--- config.mk ---
export PLATFORM = sky130hd
export DESIGN_NAME = sensor_threshold_wait_config
export DESIGN_NICKNAME = d
export VERILOG_FILES = /design/src/design/sensor_cfg_pkg.sv /design/src/design/sensor_threshold_wait_config.sv
export SDC_FILE = /design/constraint.sdc
export NUM_CORES = 1
export LEC_CHECK = 0
export BUFFER_PORTS_ARGS = -buffer_cell sky130_fd_sc_hd__buf_2
export CAP_MARGIN = 5
export CORE_MARGIN = 2
export CORE_UTILIZATION = 61
export CTS_BUF_LIST = sky130_fd_sc_hd__clkbuf_8
export CTS_CLUSTER_DIAMETER = 30
export CTS_CLUSTER_SIZE = 25
export DETAILED_ROUTE_END_ITERATION = 6
export GPL_ROUTABILITY_DRIVEN = 0
export GPL_TIMING_DRIVEN = 0
export HOLD_SLACK_MARGIN = 0.03
export PLACE_DENSITY_LB_ADDON = 0.15
export SETUP_SLACK_MARGIN = 0.5
export SKIP_LAST_GASP = 1
export SYNTH_ARGS = -nofsm -noshare
export SYNTH_HDL_FRONTEND = slang
export SYNTH_SLANG_ARGS = --single-unit
--- constraint.sdc ---
create_clock -name core_clk -period 8.6 [get_ports core_clk]
set_input_delay 1.72 -clock core_clk [delete_from_list [all_inputs] [get_ports core_clk]]
set_output_delay 1.72 -clock core_clk [all_outputs]
set_load 0.02 [all_outputs]
--- src/design/sensor_cfg_pkg.sv ---
// Constants for the sensor threshold, wait and sample-period register bank.
// Assumes a 25 MHz core clock and 32-bit AXI4-Lite register access.
package sensor_cfg_pkg;

    // ----------------------------------------------------------------
    // Register indices (byte address is four times the index)
    // ----------------------------------------------------------------
    localparam logic [7:0] IDX_ENABLE = 8'h80;
    localparam logic [7:0] IDX_PROX_SAMPLE_PERIOD = 8'h82;
    localparam logic [7:0] IDX_ALS_WAIT_TIME = 8'h83;
    localparam logic [7:0] IDX_ALS_LOW_THRESH_LO = 8'h84;
    localparam logic [7:0] IDX_ALS_LOW_THRESH_HI = 8'h85;
    localparam logic [7:0] IDX_ALS_HIGH_THRESH_LO = 8'h86;
    localparam logic [7:0] IDX_ALS_HIGH_THRESH_HI = 8'h87;
    localparam logic [7:0] IDX_PROX_LOW_THRESH = 8'h88;
    localparam logic [7:0] IDX_PROX_HIGH_THRESH = 8'h8A;
    localparam logic [7:0] IDX_PERSIST = 8'h8C;
    localparam logic [7:0] IDX_CONFIG0 = 8'h8D;
    localparam logic [7:0] IDX_INT_STATUS = 8'hE0;
    localparam logic [7:0] IDX_INT_MASK = 8'hE1;

    // ----------------------------------------------------------------
    // Reset values
    // ----------------------------------------------------------------
    localparam logic [7:0] RST_PROX_SAMPLE_PERIOD = 8'h1F;
    localparam logic [7:0] RST_ZERO = 8'h00;
    localparam logic [7:0] RST_CONFIG0 = 8'h80;

    // ----------------------------------------------------------------
    // Field positions
    // ----------------------------------------------------------------
    localparam int EN_PON_BIT = 0;
    localparam int EN_AEN_BIT = 1;
    localparam int EN_PEN_BIT = 2;
    localparam int EN_WEN_BIT = 3;
    localparam int CFG0_WLONG_BIT = 2;
    localparam int INT_ALS_BIT = 0;
    localparam int INT_PROX_BIT = 1;

    // ----------------------------------------------------------------
    // Timing
    // ----------------------------------------------------------------
    localparam int CLK_PERIOD_NS = 40;
    localparam int PROX_UNIT_NS = 88000;
    localparam int PROX_UNIT_CYCLES = PROX_UNIT_NS / CLK_PERIOD_NS;
    localparam int INTEG_PERIOD_PS = 1375000;
    localparam int INTEG_CYCLES = INTEG_PERIOD_PS / (CLK_PERIOD_NS * 1000);
    localparam int INTEG_PER_STEP = 2048;
    localparam int WAIT_LONG_FACTOR = 12;

    // AXI response codes
    localparam logic [1:0] RESP_OKAY = 2'h0;
    localparam logic [1:0] RESP_SLVERR = 2'h2;

endpackage

--- src/design/sensor_threshold_wait_config.sv ---
// Register bank with threshold comparison, persistence filters, wait timer
// and proximity sample-period timer for an optical sensing device.
// Assumes results arrive from same-clock converter logic with a valid pulse
// and that software uses AXI4-Lite with one access of each kind in flight.
//
// Added by the designer: the AXI4-Lite slave port.
`timescale 1ns/1ns
module sensor_threshold_wait_config
    import sensor_cfg_pkg::*;
#(
    parameter int INTEG_DIV = (INTEG_CYCLES < 1) ? 1 : INTEG_CYCLES, // Core clocks per integ tick
    parameter int STEP_TICKS = INTEG_PER_STEP // Integration ticks per wait step
)
(
    input wire logic core_clk,
    input wire logic rst,
    // AXI4-Lite write address
    input wire logic s_axi_awvalid,
    output logic s_axi_awready,
    input wire logic [11:0] s_axi_awaddr,
    // AXI4-Lite write data
    input wire logic s_axi_wvalid,
    output logic s_axi_wready,
    input wire logic [31:0] s_axi_wdata,
    input wire logic [3:0] s_axi_wstrb,
    // AXI4-Lite write response
    output logic s_axi_bvalid,
    input wire logic s_axi_bready,
    output logic [1:0] s_axi_bresp,
    // AXI4-Lite read address
    input wire logic s_axi_arvalid,
    output logic s_axi_arready,
    input wire logic [11:0] s_axi_araddr,
    // AXI4-Lite read data
    output logic s_axi_rvalid,
    input wire logic s_axi_rready,
    output logic [31:0] s_axi_rdata,
    output logic [1:0] s_axi_rresp,
    // Converter results
    input wire logic [15:0] clear_result,
    input wire logic clear_result_valid,
    input wire logic [7:0] prox_result,
    input wire logic prox_result_valid,
    // Sequencer handshakes
    input wire logic als_cycle_done,
    output logic wait_active,
    output logic wait_done,
    output logic prox_sample_tick,
    // Interrupt
    output logic irq
);

    // ----------------------------------------------------------------
    // Helper functions
    // ----------------------------------------------------------------

    // Word index from a byte address; low two bits ignored
    function automatic logic [7:0] word_index(input logic [11:0] addr);
        word_index = addr[9:2];
    endfunction

    // Consecutive out-of-range results needed by a light setting
    function automatic logic [5:0] als_needed(input logic [3:0] setting);
        if (setting < 4'h4)
        begin
            als_needed = {2'h0, setting};
        end
        else
        begin
            als_needed = 6'(setting - 4'h3) * 6'h05;
        end
    endfunction

    // ----------------------------------------------------------------
    // Register storage
    // ----------------------------------------------------------------
    logic [7:0] enable_reg; // Power, function and wait enables
    logic [7:0] prox_sample_period_reg;
    logic [7:0] als_wait_time_reg;
    logic [15:0] als_low_thresh_reg; // Applied sixteen-bit low threshold
    logic [15:0] als_high_thresh_reg; // Applied sixteen-bit high threshold
    logic [7:0] low_byte_latch_reg; // Pending low byte, shared by both pairs
    logic [7:0] prox_low_thresh_reg;
    logic [7:0] prox_high_thresh_reg;
    logic [7:0] persist_reg; // Proximity [7:4], light [3:0]
    logic [7:0] config0_reg;
    logic [1:0] int_status_reg; // Sticky event flags
    logic [1:0] int_mask_reg; // Interrupt enables

    // ----------------------------------------------------------------
    // AXI4-Lite write path
    // ----------------------------------------------------------------
    logic aw_full_reg; // Address held, waiting for data
    logic w_full_reg; // Data held, waiting for address
    logic [11:0] aw_addr_reg;
    logic [7:0] w_data_reg;
    logic w_lane0_reg; // Byte lane zero strobe

    wire aw_take = s_axi_awvalid && s_axi_awready;
    wire w_take = s_axi_wvalid && s_axi_wready;
    wire wr_fire = aw_full_reg && w_full_reg && !s_axi_bvalid;
    wire [7:0] wr_idx = word_index(aw_addr_reg);
    wire wr_en = wr_fire && w_lane0_reg;

    // A channel is refused only while its own item is held
    assign s_axi_awready = !aw_full_reg;
    assign s_axi_wready = !w_full_reg;

    // Write decode: index check, one low-byte strobe shared by both pairs, high-byte and status strobes
    wire wr_idx_ok = (wr_idx == IDX_ENABLE) || (wr_idx == IDX_PROX_SAMPLE_PERIOD)
        || (wr_idx == IDX_ALS_WAIT_TIME) || (wr_idx == IDX_ALS_LOW_THRESH_LO)
        || (wr_idx == IDX_ALS_LOW_THRESH_HI) || (wr_idx == IDX_ALS_HIGH_THRESH_LO)
        || (wr_idx == IDX_ALS_HIGH_THRESH_HI) || (wr_idx == IDX_PROX_LOW_THRESH)
        || (wr_idx == IDX_PROX_HIGH_THRESH) || (wr_idx == IDX_PERSIST)
        || (wr_idx == IDX_CONFIG0) || (wr_idx == IDX_INT_STATUS)
        || (wr_idx == IDX_INT_MASK);
    wire wr_lo_latch = wr_en && ((wr_idx == IDX_ALS_LOW_THRESH_LO)
        || (wr_idx == IDX_ALS_HIGH_THRESH_LO));
    wire wr_low_hi = wr_en && (wr_idx == IDX_ALS_LOW_THRESH_HI);
    wire wr_high_hi = wr_en && (wr_idx == IDX_ALS_HIGH_THRESH_HI);
    wire wr_status = wr_en && (wr_idx == IDX_INT_STATUS);

    // Hold address and data until both are present
    always_ff @(posedge core_clk or posedge rst)
    begin
        if (rst)
        begin
            aw_full_reg <= 1'b0;
            w_full_reg <= 1'b0;
            aw_addr_reg <= 12'h000;
            w_data_reg <= 8'h00;
            w_lane0_reg <= 1'b0;
        end
        else
        begin
            if (aw_take)
            begin
                aw_full_reg <= 1'b1;
                aw_addr_reg <= s_axi_awaddr;
            end
            else if (wr_fire)
            begin
                aw_full_reg <= 1'b0;
            end
            if (w_take)
            begin
                w_full_reg <= 1'b1;
                w_data_reg <= s_axi_wdata[7:0];
                w_lane0_reg <= s_axi_wstrb[0];
            end
            else if (wr_fire)
            begin
                w_full_reg <= 1'b0;
            end
        end
    end

    // Write response follows both halves
    always_ff @(posedge core_clk or posedge rst)
    begin
        if (rst)
        begin
            s_axi_bvalid <= 1'b0;
            s_axi_bresp <= RESP_OKAY;
        end
        else if (wr_fire)
        begin
            s_axi_bvalid <= 1'b1;
            s_axi_bresp <= wr_idx_ok ? RESP_OKAY : RESP_SLVERR;
        end
        else if (s_axi_bready)
        begin
            s_axi_bvalid <= 1'b0;
        end
    end

    // Plain configuration registers
    always_ff @(posedge core_clk or posedge rst)
    begin
        if (rst)
        begin
            enable_reg <= RST_ZERO;
            prox_sample_period_reg <= RST_PROX_SAMPLE_PERIOD;
            als_wait_time_reg <= RST_ZERO;
            prox_low_thresh_reg <= RST_ZERO;
            prox_high_thresh_reg <= RST_ZERO;
            persist_reg <= RST_ZERO;
            config0_reg <= RST_CONFIG0;
            int_mask_reg <= 2'h0;
        end
        else if (wr_en)
        begin
            case (wr_idx)
                IDX_ENABLE: enable_reg <= w_data_reg;
                IDX_PROX_SAMPLE_PERIOD: prox_sample_period_reg <= w_data_reg;
                IDX_ALS_WAIT_TIME: als_wait_time_reg <= w_data_reg;
                IDX_PROX_LOW_THRESH: prox_low_thresh_reg <= w_data_reg;
                IDX_PROX_HIGH_THRESH: prox_high_thresh_reg <= w_data_reg;
                IDX_PERSIST: persist_reg <= w_data_reg;
                IDX_CONFIG0: config0_reg <= w_data_reg;
                IDX_INT_MASK: int_mask_reg <= w_data_reg[1:0];
                default: ; // Other indices handled elsewhere or unmapped
            endcase
        end
    end

    // Light thresholds: a high-byte write applies the latched low byte
    // to its own pair, whichever low byte was written last
    always_ff @(posedge core_clk or posedge rst)
    begin
        if (rst)
        begin
            low_byte_latch_reg <= RST_ZERO;
            als_low_thresh_reg <= {RST_ZERO, RST_ZERO};
            als_high_thresh_reg <= {RST_ZERO, RST_ZERO};
        end
        else
        begin
            if (wr_lo_latch)
            begin
                low_byte_latch_reg <= w_data_reg;
            end
            if (wr_low_hi)
            begin
                als_low_thresh_reg <= {w_data_reg, low_byte_latch_reg};
            end
            if (wr_high_hi)
            begin
                als_high_thresh_reg <= {w_data_reg, low_byte_latch_reg};
            end
        end
    end

    // ----------------------------------------------------------------
    // AXI4-Lite read path
    // ----------------------------------------------------------------
    wire [7:0] rd_idx = word_index(s_axi_araddr);
    wire [7:0] rd_byte =
        (rd_idx == IDX_ENABLE) ? enable_reg :
        (rd_idx == IDX_PROX_SAMPLE_PERIOD) ? prox_sample_period_reg :
        (rd_idx == IDX_ALS_WAIT_TIME) ? als_wait_time_reg :
        (rd_idx == IDX_ALS_LOW_THRESH_LO) ? als_low_thresh_reg[7:0] :
        (rd_idx == IDX_ALS_LOW_THRESH_HI) ? als_low_thresh_reg[15:8] :
        (rd_idx == IDX_ALS_HIGH_THRESH_LO) ? als_high_thresh_reg[7:0] :
        (rd_idx == IDX_ALS_HIGH_THRESH_HI) ? als_high_thresh_reg[15:8] :
        (rd_idx == IDX_PROX_LOW_THRESH) ? prox_low_thresh_reg :
        (rd_idx == IDX_PROX_HIGH_THRESH) ? prox_high_thresh_reg :
        (rd_idx == IDX_PERSIST) ? persist_reg :
        (rd_idx == IDX_CONFIG0) ? config0_reg :
        (rd_idx == IDX_INT_STATUS) ? {6'h00, int_status_reg} :
        (rd_idx == IDX_INT_MASK) ? {6'h00, int_mask_reg} : 8'h00;
    wire rd_idx_ok = (rd_idx == IDX_ENABLE) || (rd_idx == IDX_PROX_SAMPLE_PERIOD)
        || (rd_idx == IDX_ALS_WAIT_TIME) || (rd_idx == IDX_ALS_LOW_THRESH_LO)
        || (rd_idx == IDX_ALS_LOW_THRESH_HI) || (rd_idx == IDX_ALS_HIGH_THRESH_LO)
        || (rd_idx == IDX_ALS_HIGH_THRESH_HI) || (rd_idx == IDX_PROX_LOW_THRESH)
        || (rd_idx == IDX_PROX_HIGH_THRESH) || (rd_idx == IDX_PERSIST)
        || (rd_idx == IDX_CONFIG0) || (rd_idx == IDX_INT_STATUS)
        || (rd_idx == IDX_INT_MASK);

    // One read at a time; address refused while data is pending
    assign s_axi_arready = !s_axi_rvalid;

    // Register the read answer
    always_ff @(posedge core_clk or posedge rst)
    begin
        if (rst)
        begin
            s_axi_rvalid <= 1'b0;
            s_axi_rdata <= 32'h00000000;
            s_axi_rresp <= RESP_OKAY;
        end
        else if (s_axi_arvalid && s_axi_arready)
        begin
            s_axi_rvalid <= 1'b1;
            s_axi_rdata <= {24'h000000, rd_byte};
            s_axi_rresp <= rd_idx_ok ? RESP_OKAY : RESP_SLVERR;
        end
        else if (s_axi_rready)
        begin
            s_axi_rvalid <= 1'b0;
        end
    end

    // ----------------------------------------------------------------
    // Threshold compare and persistence
    // ----------------------------------------------------------------
    wire powered = enable_reg[EN_PON_BIT];
    wire als_on = powered && enable_reg[EN_AEN_BIT];
    wire prox_on = powered && enable_reg[EN_PEN_BIT];

    // Strict compares: equality is in range
    wire als_out = (clear_result < als_low_thresh_reg)
        || (clear_result > als_high_thresh_reg);
    wire prox_out = (prox_result < prox_low_thresh_reg)
        || (prox_result > prox_high_thresh_reg);

    logic [5:0] als_run_reg; // Consecutive out-of-range light results
    logic [3:0] prox_run_reg; // Consecutive out-of-range proximity results
    wire [5:0] als_need = als_needed(persist_reg[3:0]);
    wire [3:0] prox_need = persist_reg[7:4];
    wire [5:0] als_run_next = als_out ? ((als_run_reg == 6'h3F) ? als_run_reg
        : als_run_reg + 6'h01) : 6'h00;
    wire [3:0] prox_run_next = prox_out ? ((prox_run_reg == 4'hF) ? prox_run_reg
        : prox_run_reg + 4'h1) : 4'h0;

    // Setting zero fires on every result; otherwise the run must reach it
    wire als_event = als_on && clear_result_valid
        && ((als_need == 6'h00) || (als_out && (als_run_next >= als_need)));
    wire prox_event = prox_on && prox_result_valid
        && ((prox_need == 4'h0) || (prox_out && (prox_run_next >= prox_need)));

    // Track the persistence runs
    always_ff @(posedge core_clk or posedge rst)
    begin
        if (rst)
        begin
            als_run_reg <= 6'h00;
            prox_run_reg <= 4'h0;
        end
        else
        begin
            if (!als_on)
            begin
                als_run_reg <= 6'h00;
            end
            else if (clear_result_valid)
            begin
                als_run_reg <= als_run_next;
            end
            if (!prox_on)
            begin
                prox_run_reg <= 4'h0;
            end
            else if (prox_result_valid)
            begin
                prox_run_reg <= prox_run_next;
            end
        end
    end

    // ----------------------------------------------------------------
    // Interrupt status: set wins over write-one-to-clear
    // ----------------------------------------------------------------
    wire [1:0] int_set = {prox_event, als_event};
    wire [1:0] int_clr = wr_status ? w_data_reg[1:0] : 2'h0;

    always_ff @(posedge core_clk or posedge rst)
    begin
        if (rst)
        begin
            int_status_reg <= 2'h0;
        end
        else
        begin
            int_status_reg <= (int_status_reg & ~int_clr) | int_set;
        end
    end

    // Pin follows only enabled flags
    assign irq = |(int_status_reg & int_mask_reg);

    // ----------------------------------------------------------------
    // Integration clock enable and wait timer
    // ----------------------------------------------------------------
    logic [7:0] integ_div_reg; // Core clocks within one integration tick
    logic [11:0] step_tick_reg; // Integration ticks within one step
    logic [3:0] long_rep_reg; // Repeats of one step under long wait
    logic [7:0] wait_count_reg; // Down counter, zero is terminal
    wire integ_tick = (integ_div_reg == 8'(INTEG_DIV - 1));
    wire step_end = integ_tick && (step_tick_reg == 12'(STEP_TICKS - 1));
    wire wlong = config0_reg[CFG0_WLONG_BIT];
    wire [3:0] rep_last = wlong ? 4'(WAIT_LONG_FACTOR - 1) : 4'h0;
    wire unit_end = step_end && (long_rep_reg == rep_last);
    wire wait_start = als_cycle_done && powered && enable_reg[EN_WEN_BIT] && !wait_active;

    // Free-running divider that models the integration clock
    always_ff @(posedge core_clk or posedge rst)
    begin
        if (rst)
        begin
            integ_div_reg <= 8'h00;
        end
        else
        begin
            integ_div_reg <= integ_tick ? 8'h00 : integ_div_reg + 8'h01;
        end
    end

    // Wait sequence: load, count units (one step, or twelve under long wait) down to zero, then end
    always_ff @(posedge core_clk or posedge rst)
    begin
        if (rst)
        begin
            wait_active <= 1'b0;
            wait_done <= 1'b0;
            wait_count_reg <= 8'h00;
            step_tick_reg <= 12'h000;
            long_rep_reg <= 4'h0;
        end
        else
        begin
            wait_done <= 1'b0;
            if (wait_start)
            begin
                // Step phase restarts; the free-running divider phase can shorten the first tick
                wait_active <= 1'b1;
                wait_count_reg <= als_wait_time_reg;
                step_tick_reg <= 12'h000;
                long_rep_reg <= 4'h0;
            end
            else if (wait_active && !powered)
            begin
                wait_active <= 1'b0; // Oscillator off aborts the wait
            end
            else if (wait_active && integ_tick)
            begin
                step_tick_reg <= step_end ? 12'h000 : step_tick_reg + 12'h001;
                if (step_end)
                begin
                    long_rep_reg <= unit_end ? 4'h0 : long_rep_reg + 4'h1;
                end
                if (unit_end && (wait_count_reg == 8'h00))
                begin
                    wait_active <= 1'b0;
                    wait_done <= 1'b1;
                end
                else if (unit_end)
                begin
                    wait_count_reg <= wait_count_reg - 8'h01;
                end
            end
        end
    end

    // ----------------------------------------------------------------
    // Proximity sample-period timer
    // ----------------------------------------------------------------
    logic [11:0] prox_unit_reg; // Core clocks within one 88 us unit
    logic [7:0] prox_units_reg; // Units elapsed in this sample
    wire prox_unit_end = (prox_unit_reg == 12'(PROX_UNIT_CYCLES - 1));
    wire prox_period_end = prox_unit_end && (prox_units_reg == prox_sample_period_reg);

    // Emits one tick per sample; restarts when proximity is off
    always_ff @(posedge core_clk or posedge rst)
    begin
        if (rst)
        begin
            prox_unit_reg <= 12'h000;
            prox_units_reg <= 8'h00;
            prox_sample_tick <= 1'b0;
        end
        else if (!prox_on)
        begin
            prox_unit_reg <= 12'h000;
            prox_units_reg <= 8'h00;
            prox_sample_tick <= 1'b0;
        end
        else
        begin
            prox_unit_reg <= prox_unit_end ? 12'h000 : prox_unit_reg + 12'h001;
            prox_sample_tick <= prox_period_end;
            if (prox_period_end)
            begin
                prox_units_reg <= 8'h00;
            end
            else if (prox_unit_end)
            begin
                prox_units_reg <= prox_units_reg + 8'h01;
            end
        end
    end

endmodule

# After elaboration in Yosys (flattened, before gate mapping)
# Cells that the tools add are included.
totals:
  regBits: 200
  out_inout_bits: 45
classes:
  n_bitwise: 4
  magnitude_cmp: 7
  eq_ne: 38
  n_addsub: 9
  mul: 1
  n_reduce_logical: 87
  n_mux: 62
ops:
  columns: ["op", "count"]
  rows:
  - ["$eq A8 B8 Y1 const B", 26]
  - ["$mux W8", 20]
  - ["$mux W12", 6]
  - ["$mux W4", 10]
  - ["$mux W6", 5]
  - ["$logic_or A1 B1 Y1", 29]
  - ["$logic_and A1 B1 Y1", 27]
  - ["$add A12 B1 Y12 const B", 2]
  - ["$reduce_and A2 Y1", 10]
  - ["$add A8 B1 Y8 const B", 2]
  - ["$gt A16 B16 Y1", 1]
  - ["$lt A16 B16 Y1", 1]
  - ["$mux W1", 16]
  - ["$reduce_bool A2 Y1", 7]
  - ["$eq A12 B11 Y1 const B", 1]
  - ["$eq A12 B12 Y1 const B", 1]
  - ["$mux W2", 5]
  - ["$add A4 B1 Y4 const B", 2]
  - ["$eq A8 B6 Y1 const B", 1]
  - ["$eq A8 B8 Y1", 1]
  - ["$gt A8 B8 Y1", 1]
  - ["$logic_not A8 Y1", 1]
  - ["$lt A8 B8 Y1", 1]
  - ["$ne A2 B2 Y1 const B", 4]
  - ["other kinds (21)", 28]

# Depth between registers and ports, before layout
# Gate-level depths: netlist of the first run.
depth:
  word_depth: 14
  ltp_mapped: 16

# Least setup slack after synthesis of the first run
# Ideal clock, no wire load.
synth_path:
  kind: "input-to-reg"
  start: "in clear_result[9]"
  end: "reg int_status_reg[0]"
  t_required_ps: 8458
  arrival_ps: 4482
  cell_stages: 15
  path_slack_ps: 3976
  path_cell_list: "ha_1 a21o_1 nand3_1 a21oi_1 or4b_2 a21oi_1 nand2b_1 ha_1 nand2b_1 a21o_1 a21o_1 a21oi_1 nor2_1 a211oi_1 o21ai_0"
synth_between:
  elab_chain_cells: 8
  elab_cells_between_ends: 9
synth_rtl:
  columns: ["element", "line", "source"]
  rows:
  - ["start, declared", "sensor_threshold_wait_config.sv:40", "input wire logic [15:0] clear_result,"]
  - ["$lt A16 B16 Y1 or $gt A16 B16 Y1 (tied branches)", "sensor_threshold_wait_config.sv:292, sensor_threshold_wait_config.sv:293", null]
  - ["$logic_or A1 B1 Y1 *", "sensor_threshold_wait_config.sv:293", "|| (clear_result > als_high_thresh_reg);"]
  - ["$mux W6", "sensor_threshold_wait_config.sv:301", "wire [5:0] als_run_next = als_out ? ((als_run_reg == 6'h3F) ? als_run_reg"]
  - ["$ge A6 B6 Y1", "sensor_threshold_wait_config.sv:308", "&& ((als_need == 6'h00) || (als_out && (als_run_next >= als_need)));"]
  - ["$logic_and A1 B1 Y1 *", "sensor_threshold_wait_config.sv:308", null]
  - ["$logic_or A1 B1 Y1 *", "sensor_threshold_wait_config.sv:308", null]
  - ["$logic_and A1 B1 Y1 *", "sensor_threshold_wait_config.sv:308", null]
  - ["$or A2 B2 Y2 *", "sensor_threshold_wait_config.sv:355", "int_status_reg <= (int_status_reg & ~int_clr) | int_set;"]
  - ["end signal, assigned", "sensor_threshold_wait_config.sv:355", null]
  - ["end, declared", "sensor_threshold_wait_config.sv:87", "logic [1:0] int_status_reg;"]
# Every way passes the cells marked *; elsewhere a longest branch is shown, timed or not.
# A chain may end at the register's enable or synchronous reset.

# Worst setup path in the final report of the first run
layout_path:
  start: "in clear_result[1]"
  end: "reg int_status_reg[0]"
# Same word-level chain as after synthesis.

==> results of run 1 <==
## through the flow
step           setup TNS, ns  worst slack [ns]
5_1_grt                    0              3.74
3_3_place_gp         -104.96            -0.567
6_report                   0              4.00
2_1_floorplan              0              1.55
3_5_place_dp               0              3.48
4_1_cts                    0              4.00
## cells in the mapped netlist (10+ instances only)
library cell / n
dfrtp_1: 190
buf_4: 26
nor2b_1: 12
a211oi_1: 10
xnor2_1: 20
nor2_1: 94
inv_1: 68
nand2_1: 90
mux2_2: 103
nor3_1: 17
nand4_1: 24
xor2_1: 25
nand3_1: 39
o21ai_0: 72
clkbuf_1: 35
nand2b_1: 14
ha_1: 70
a21oi_1: 62
## worst paths after layout
| kind | start | slack (ns) | end | cells past startpoint |
|---|---|---|---|---|
| worst min register to register | integ_div_reg[7] | 0.49 | integ_div_reg[7] | 1 |
| worst max-delay path | clear_result[1] | 4.00 | int_status_reg[0] | 16 |
| max in group asynchronous | rst | 6.35 | enable_reg[7] | 3 |
| worst max register to register | als_high_thresh_reg[13] | 4.89 | int_status_reg[0] | 16 |
| worst min-delay path | integ_div_reg[7] | 0.49 | integ_div_reg[7] | 1 |
| min in group asynchronous | rst | 1.30 | als_run_reg[3] | 2 |
## kinds of logic after synthesis
logic type,count (synthesis)
xor gates and xnor gates,45
other,1
AOI/OAI and AO/OA,232
muxes,112
buffers and inverters,136
adders and majority gates,71
DFF,196
and+or+nand+nor,354
## area by class of cell
cell class	count	area, µm²
antenna	2	5.00
buffer	68	364
clock buffer	18	248
clock inverter	14	193
fill	1421	5540
inverter	68	263
multi-input combinational	840	5880
sequential	196	4910
tap	229	287
timing repair buffer	75	398
## layer usage
layer  up-vias  wire (µm)
met1      4428      12300
met5         -          0
met3        87       2410
met4         0       1020
li1       4296          -
met2       373      12700
## power groups by stage
stage / registers (W) / logic, W / clock network [W]
after floorplan: 0.00113 / 0.000381 / 0
after global placement: 0.00114 / 0.000547 / 0
after detailed placement: 0.00115 / 0.000561 / 0
after CTS: 0.00113 / 0.000567 / 0.000643
after global routing: 0.00114 / 0.000624 / 0.000682
final: 0.00113 / 0.000572 / 0.000640
==> flow_summary.toml, run 1 <==
[critical_path]
path_cells = "buf_2, ha_1, nor2b_1, o211ai_1, a21oi_1, or4b_2, a21oi_1, nand2b_1, ha_1, nand2b_1, a21o_1, a21o_1, a21oi_1, nor2_1, a211oi_1, o21ai_0"
crit_slowest_cell = "or4b_2"
critPathRequiredTime_ns = 8.95
path_delay_family = "compound AO/OA/AOI/OAI gates"
arrival_ns = 4.96
cp_common_cell = "a21oi_1"
end_kind = "flop"
critPathMaxFanout = 6
critical_path_class = "in -> reg"
crit_buf_inv = 1
critPathLaunchType = "input port"
critPathMaxStageDelay_ns = 0.66

[synthesis]
syn_avg_cell_area_um2 = 9.87
synth_top_family_by_area = "simple AND/OR/NAND/NOR gates"
yosys_warnings = 0
synth_top_area_share = 0.420
syn_area_mm2 = 0.0113
synth_edf_count = 0
ys_async_sr_fraction = 1.00
yosysSeqAreaShare = 0.434
synth-simple-area-share = 0.158
synthAdderAreaFrac = 0.0792
synth_compound_area_frac = 0.128
synthCells = 1147
synth-seq-cells = 196
synth_xor_xnor_area_share = 0.0348
synth.distinct_cells = 74
synth_flop_cell = "dfrtp_1"
synth_mux_area_frac = 0.110
synth_top_cell_by_area = "dfrtp_1"
synth_area_leaders = "dfrtp_1, mux2_2, ha_1"

[grt]
use_met1 = 0.408
antenna_found_initial = 2
grt_pass1_wl_um = 46000
gr-usage-met3 = 0.0776
grt_start_max_net_pins = 105
grt_usage = 0.298
use_met2 = 0.461
grt_pass1_vias = 8884
busiest_layer = "met2"
overflow = 0

[power]
powerDensity_mw_per_mm2 = 187
comb_power_share = 0.244
vdd.ir_drop.worst_v = 0.000237
swShare = 0.362
internal-power_w = 0.00150
clockPowerShare = 0.273
seqPwrFrac = 0.483
p_leak_nw = 5.67
switchingPower_w = 0.000849
finalPower_w = 0.00234

[final_layout]
syn2layout_area_growth_pct = 10.9
fin_area_mm2 = 0.0125
utilization = 0.694
fin_cells = 1510
final_cell_mix = "dfrtp_1, mux2_2, nor2_1"
nets = 1431
final_common_cell = "dfrtp_1"
drive_above_1_share = 0.210

[timing]
fin_crit_ns = 4.60
rsz0062_at_grt = "no"
fin_crit_sh = 0.535
fmax_mhz = 217
maxSlewViolCount = 0
maxSlewHeadroom = 0.257
finalSetupViolations = 0
skew_ns = 0.0137
whs_ns = 0.492
worstMarginPinSlew_ns = 1.10
hold_violations = 0

[cts]
cts_tree = "yes"
cts.sinks = 196
postCtsHoldBufs = 0
postCtsSetupBuffers = 0
cts_resized = 0
cts_root_buffer = "clkbuf_8"
clock_path_buffers = 2
cts_buffers = 17
clk-insertion-delay-late_ns = 0.50
htree_levels = 4
clk_pin_slew_ns = 0.11

[routing]
vias_per_cell = 6.08
drtAntennaViolNets = 0
wire_per_inst_um = 18.9
drc = 9
drt-total-wl_um = 28500
firstDrtPassIters = 7
vias = 9184
dr.first_iter.drc_count = 794

[die]
start_util = 0.626
die-width_um = 140
dieArea_mm2 = 0.0197
ios = 139
coreArea_mm2 = 0.0181
die_y_um = 140
row_count = 49

[status]
status = "complete, but fails checks"
violations = "DRC"

[placed_design]
port_buffers = 74
dp.cells = 1476
place_area_mm2 = 0.0121
place_hpwl_um = 21100

[job]
drv_cap = 0

[worst_hold_path]
min_path_type = "reg -> reg"
Note: power is estimated with default switching activity, not from simulation.
==> inputs of run 2 (changes only) <==
--- a/config.mk
+++ b/config.mk
@@ -8,7 +8,7 @@
 export BUFFER_PORTS_ARGS = -buffer_cell sky130_fd_sc_hd__buf_2
 export CAP_MARGIN = 5
 export CORE_MARGIN = 2
-export CORE_UTILIZATION = 61
+export CORE_UTILIZATION = 55
 export CTS_BUF_LIST = sky130_fd_sc_hd__clkbuf_8
 export CTS_CLUSTER_DIAMETER = 30
 export CTS_CLUSTER_SIZE = 25
==> constraint.sdc (replaced) <==
create_clock -name core_clk -period 4.15 [get_ports core_clk]
set_input_delay 0.83 -clock core_clk [delete_from_list [all_inputs] [get_ports core_clk]]
set_output_delay 0.83 -clock core_clk [all_outputs]
set_load 0.02 [all_outputs]
==> run 2 against run 1 <==
  * The run now ends clean
  * Critical endpoint unchanged
  * Critical path type unchanged
  * Sequential share of layout area decreased by 0.45 points
  * Wire length increased by 3.6%
  * Clock power up 110%
  * Register-to-register slack got worse by 4.1 ns
  * Combinational power is 110% higher
  * Largest power group unchanged
  * Utilization is 6.6 points lower
==> flow_summary.toml, run 2 (same netlist as run 1, synthesis figures left out) <==
[routing]
drc = 0
dr.first_iter.drc_count = 637
vias_per_cell = 5.85
drtAntennaViolNets = 0
firstDrtPassIters = 7
drt-total-wl_um = 29500
vias = 9111
wire_per_inst_um = 19.0

[critical_path]
critPathRequiredTime_ns = 4.48
critPathLaunchType = "input port"
crit_slowest_cell = "or3_1"
critPathMaxFanout = 5
critPathMaxStageDelay_ns = 0.45
critical_path_class = "in -> reg"
arrival_ns = 3.75
path_cells = "buf_2, ha_1, nand4_1, or3_1, or2_2, a21oi_4, nand2b_1, ha_1, nand2b_1, a21o_1, a21o_1, a21oi_1, nor2_1, a211oi_1, o21ai_0"
end_kind = "flop"

[die]
row_count = 52
die-width_um = 147
die_y_um = 147
ios = 139
start_util = 0.559
dieArea_mm2 = 0.0217
coreArea_mm2 = 0.0202

[timing]
fin_crit_sh = 0.825
rsz0062_at_grt = "no"
maxSlewHeadroom = 0.364
worstMarginPinSlew_ns = 0.949
fin_crit_ns = 3.42
maxSlewViolCount = 0
finalSetupViolations = 0
whs_ns = 0.506
worst_slack_ns = 0.727
hold_violations = 0
fmax_mhz = 292
skew_ns = 0.0160

[power]
powerDensity_mw_per_mm2 = 386
vdd.ir_drop.worst_v = 0.000283
p_leak_nw = 5.72

[cts]
clk-insertion-delay-late_ns = 0.48
cts_root_buffer = "clkbuf_8"
clk_pin_slew_ns = 0.11
htree_levels = 4
cts.sinks = 196
clock_path_buffers = 2
cts_buffers = 17
cts_tree = "yes"
postCtsHoldBufs = 0

[final_layout]
drive_above_1_share = 0.215
num-fill-cells = 1734
nets = 1440
final_cell_mix = "dfrtp_1, mux2_2, nor2_1"
syn2layout_area_growth_pct = 12.2
final_common_cell = "dfrtp_1"
antennaDiodeCount = 0

[placed_design]
pre_cts_ws_ns = 0.122
place_hpwl_um = 22200
port_buffers = 74

[grt]
antenna_found_initial = 0
grt_pass1_wl_um = 47300
grt_start_max_net_pins = 45
grt_usage = 0.279
grt_pass1_vias = 8763
overflow = 0

[worst_hold_path]
min_path_type = "reg -> reg"

[job]
drv_cap = 0

[status]
status = "finished clean"
run 2: cell types whose count changed in the layout (fill, tap and decap cells not counted), sizes merged:
cell,previous run,this run
bufinv,0,2
clkinvlp,0,2
buf,108,117
clkbuf,53,52
inv,77,73
clkinv,5,6
diode,2,0
run 2: power breakdown:
group / internal (W) / switching (W)
sequential: 0.00215 / 0.000200
combinational: 0.000468 / 0.000753
clock: 0.000566 / 0.000760
run 2: worst paths after layout:
check	start	endpoint	cells past startpoint	slack (ns)
worst max-delay path	clear_result[15]	int_status_reg[0]	15	0.73
worst min-delay path	integ_div_reg[7]	integ_div_reg[7]	1	0.51
worst max register to register	als_high_thresh_reg[13]	int_status_reg[0]	15	0.78
worst min register to register	integ_div_reg[7]	integ_div_reg[7]	1	0.51
max in group asynchronous	rst	config0_reg[7]	5	2.32
min in group asynchronous	rst	step_tick_reg[3]	2	0.52
run 2: routing by layer:
| layer | wire (µm) | global-route usage | part of all wire | up-vias |
|---|---|---|---|---|
| met1 | 13300 | 0.395 | 0.45 | 4445 |
| met2 | 13400 | 0.435 | 0.45 | 315 |
| met4 | 807 | 0.0952 | 0.027 | 0 |
| met5 | 0 | 0 | 0 | - |
| li1 | - | - | - | 4296 |
| met3 | 1990 | 0.0528 | 0.068 | 55 |
run 2: repair_timing:
item,in CTS,in global routing
setup endpoints to repair,0,2
resized for setup,0,1
buffers inserted,0,5
run 2: through the flow:
stage	TNS, ns	util	cell area, µm²	power, W	cells
after floorplan	0	-	11400	0.00313	1172
after global placement	-77.52	0.600	12100	0.00354	1516
after detailed placement	0	0.604	12200	0.00358	1520
after CTS	0	0.625	12600	0.00489	1552
after global routing	0	0.627	12700	0.00514	1558
final	0	0.627	12700	0.00490	1558
run 2: area by class of cell:
type / instances / area [µm²] / share of cell area
plain buffers: 68 / 364 / 0.0287
clock buffers: 17 / 234 / 0.0184
clock inverters: 15 / 200 / 0.0158
inverters: 68 / 259 / 0.0204
multi-input cells: 840 / 5890 / 0.464
flip-flops and latches: 196 / 4910 / 0.387
well taps: 270 / 338 / 0.0266
repair buffers: 84 / 493 / 0.0388
run 2: worst max-delay path, delay by kind of cell:
family,cells,cell delay (ns)
adders and majority gates,2,0.52
buffers and inverters,1,0.12
AOI/OAI and AO/OA,6,0.95
and+or+nand+nor,6,1.33
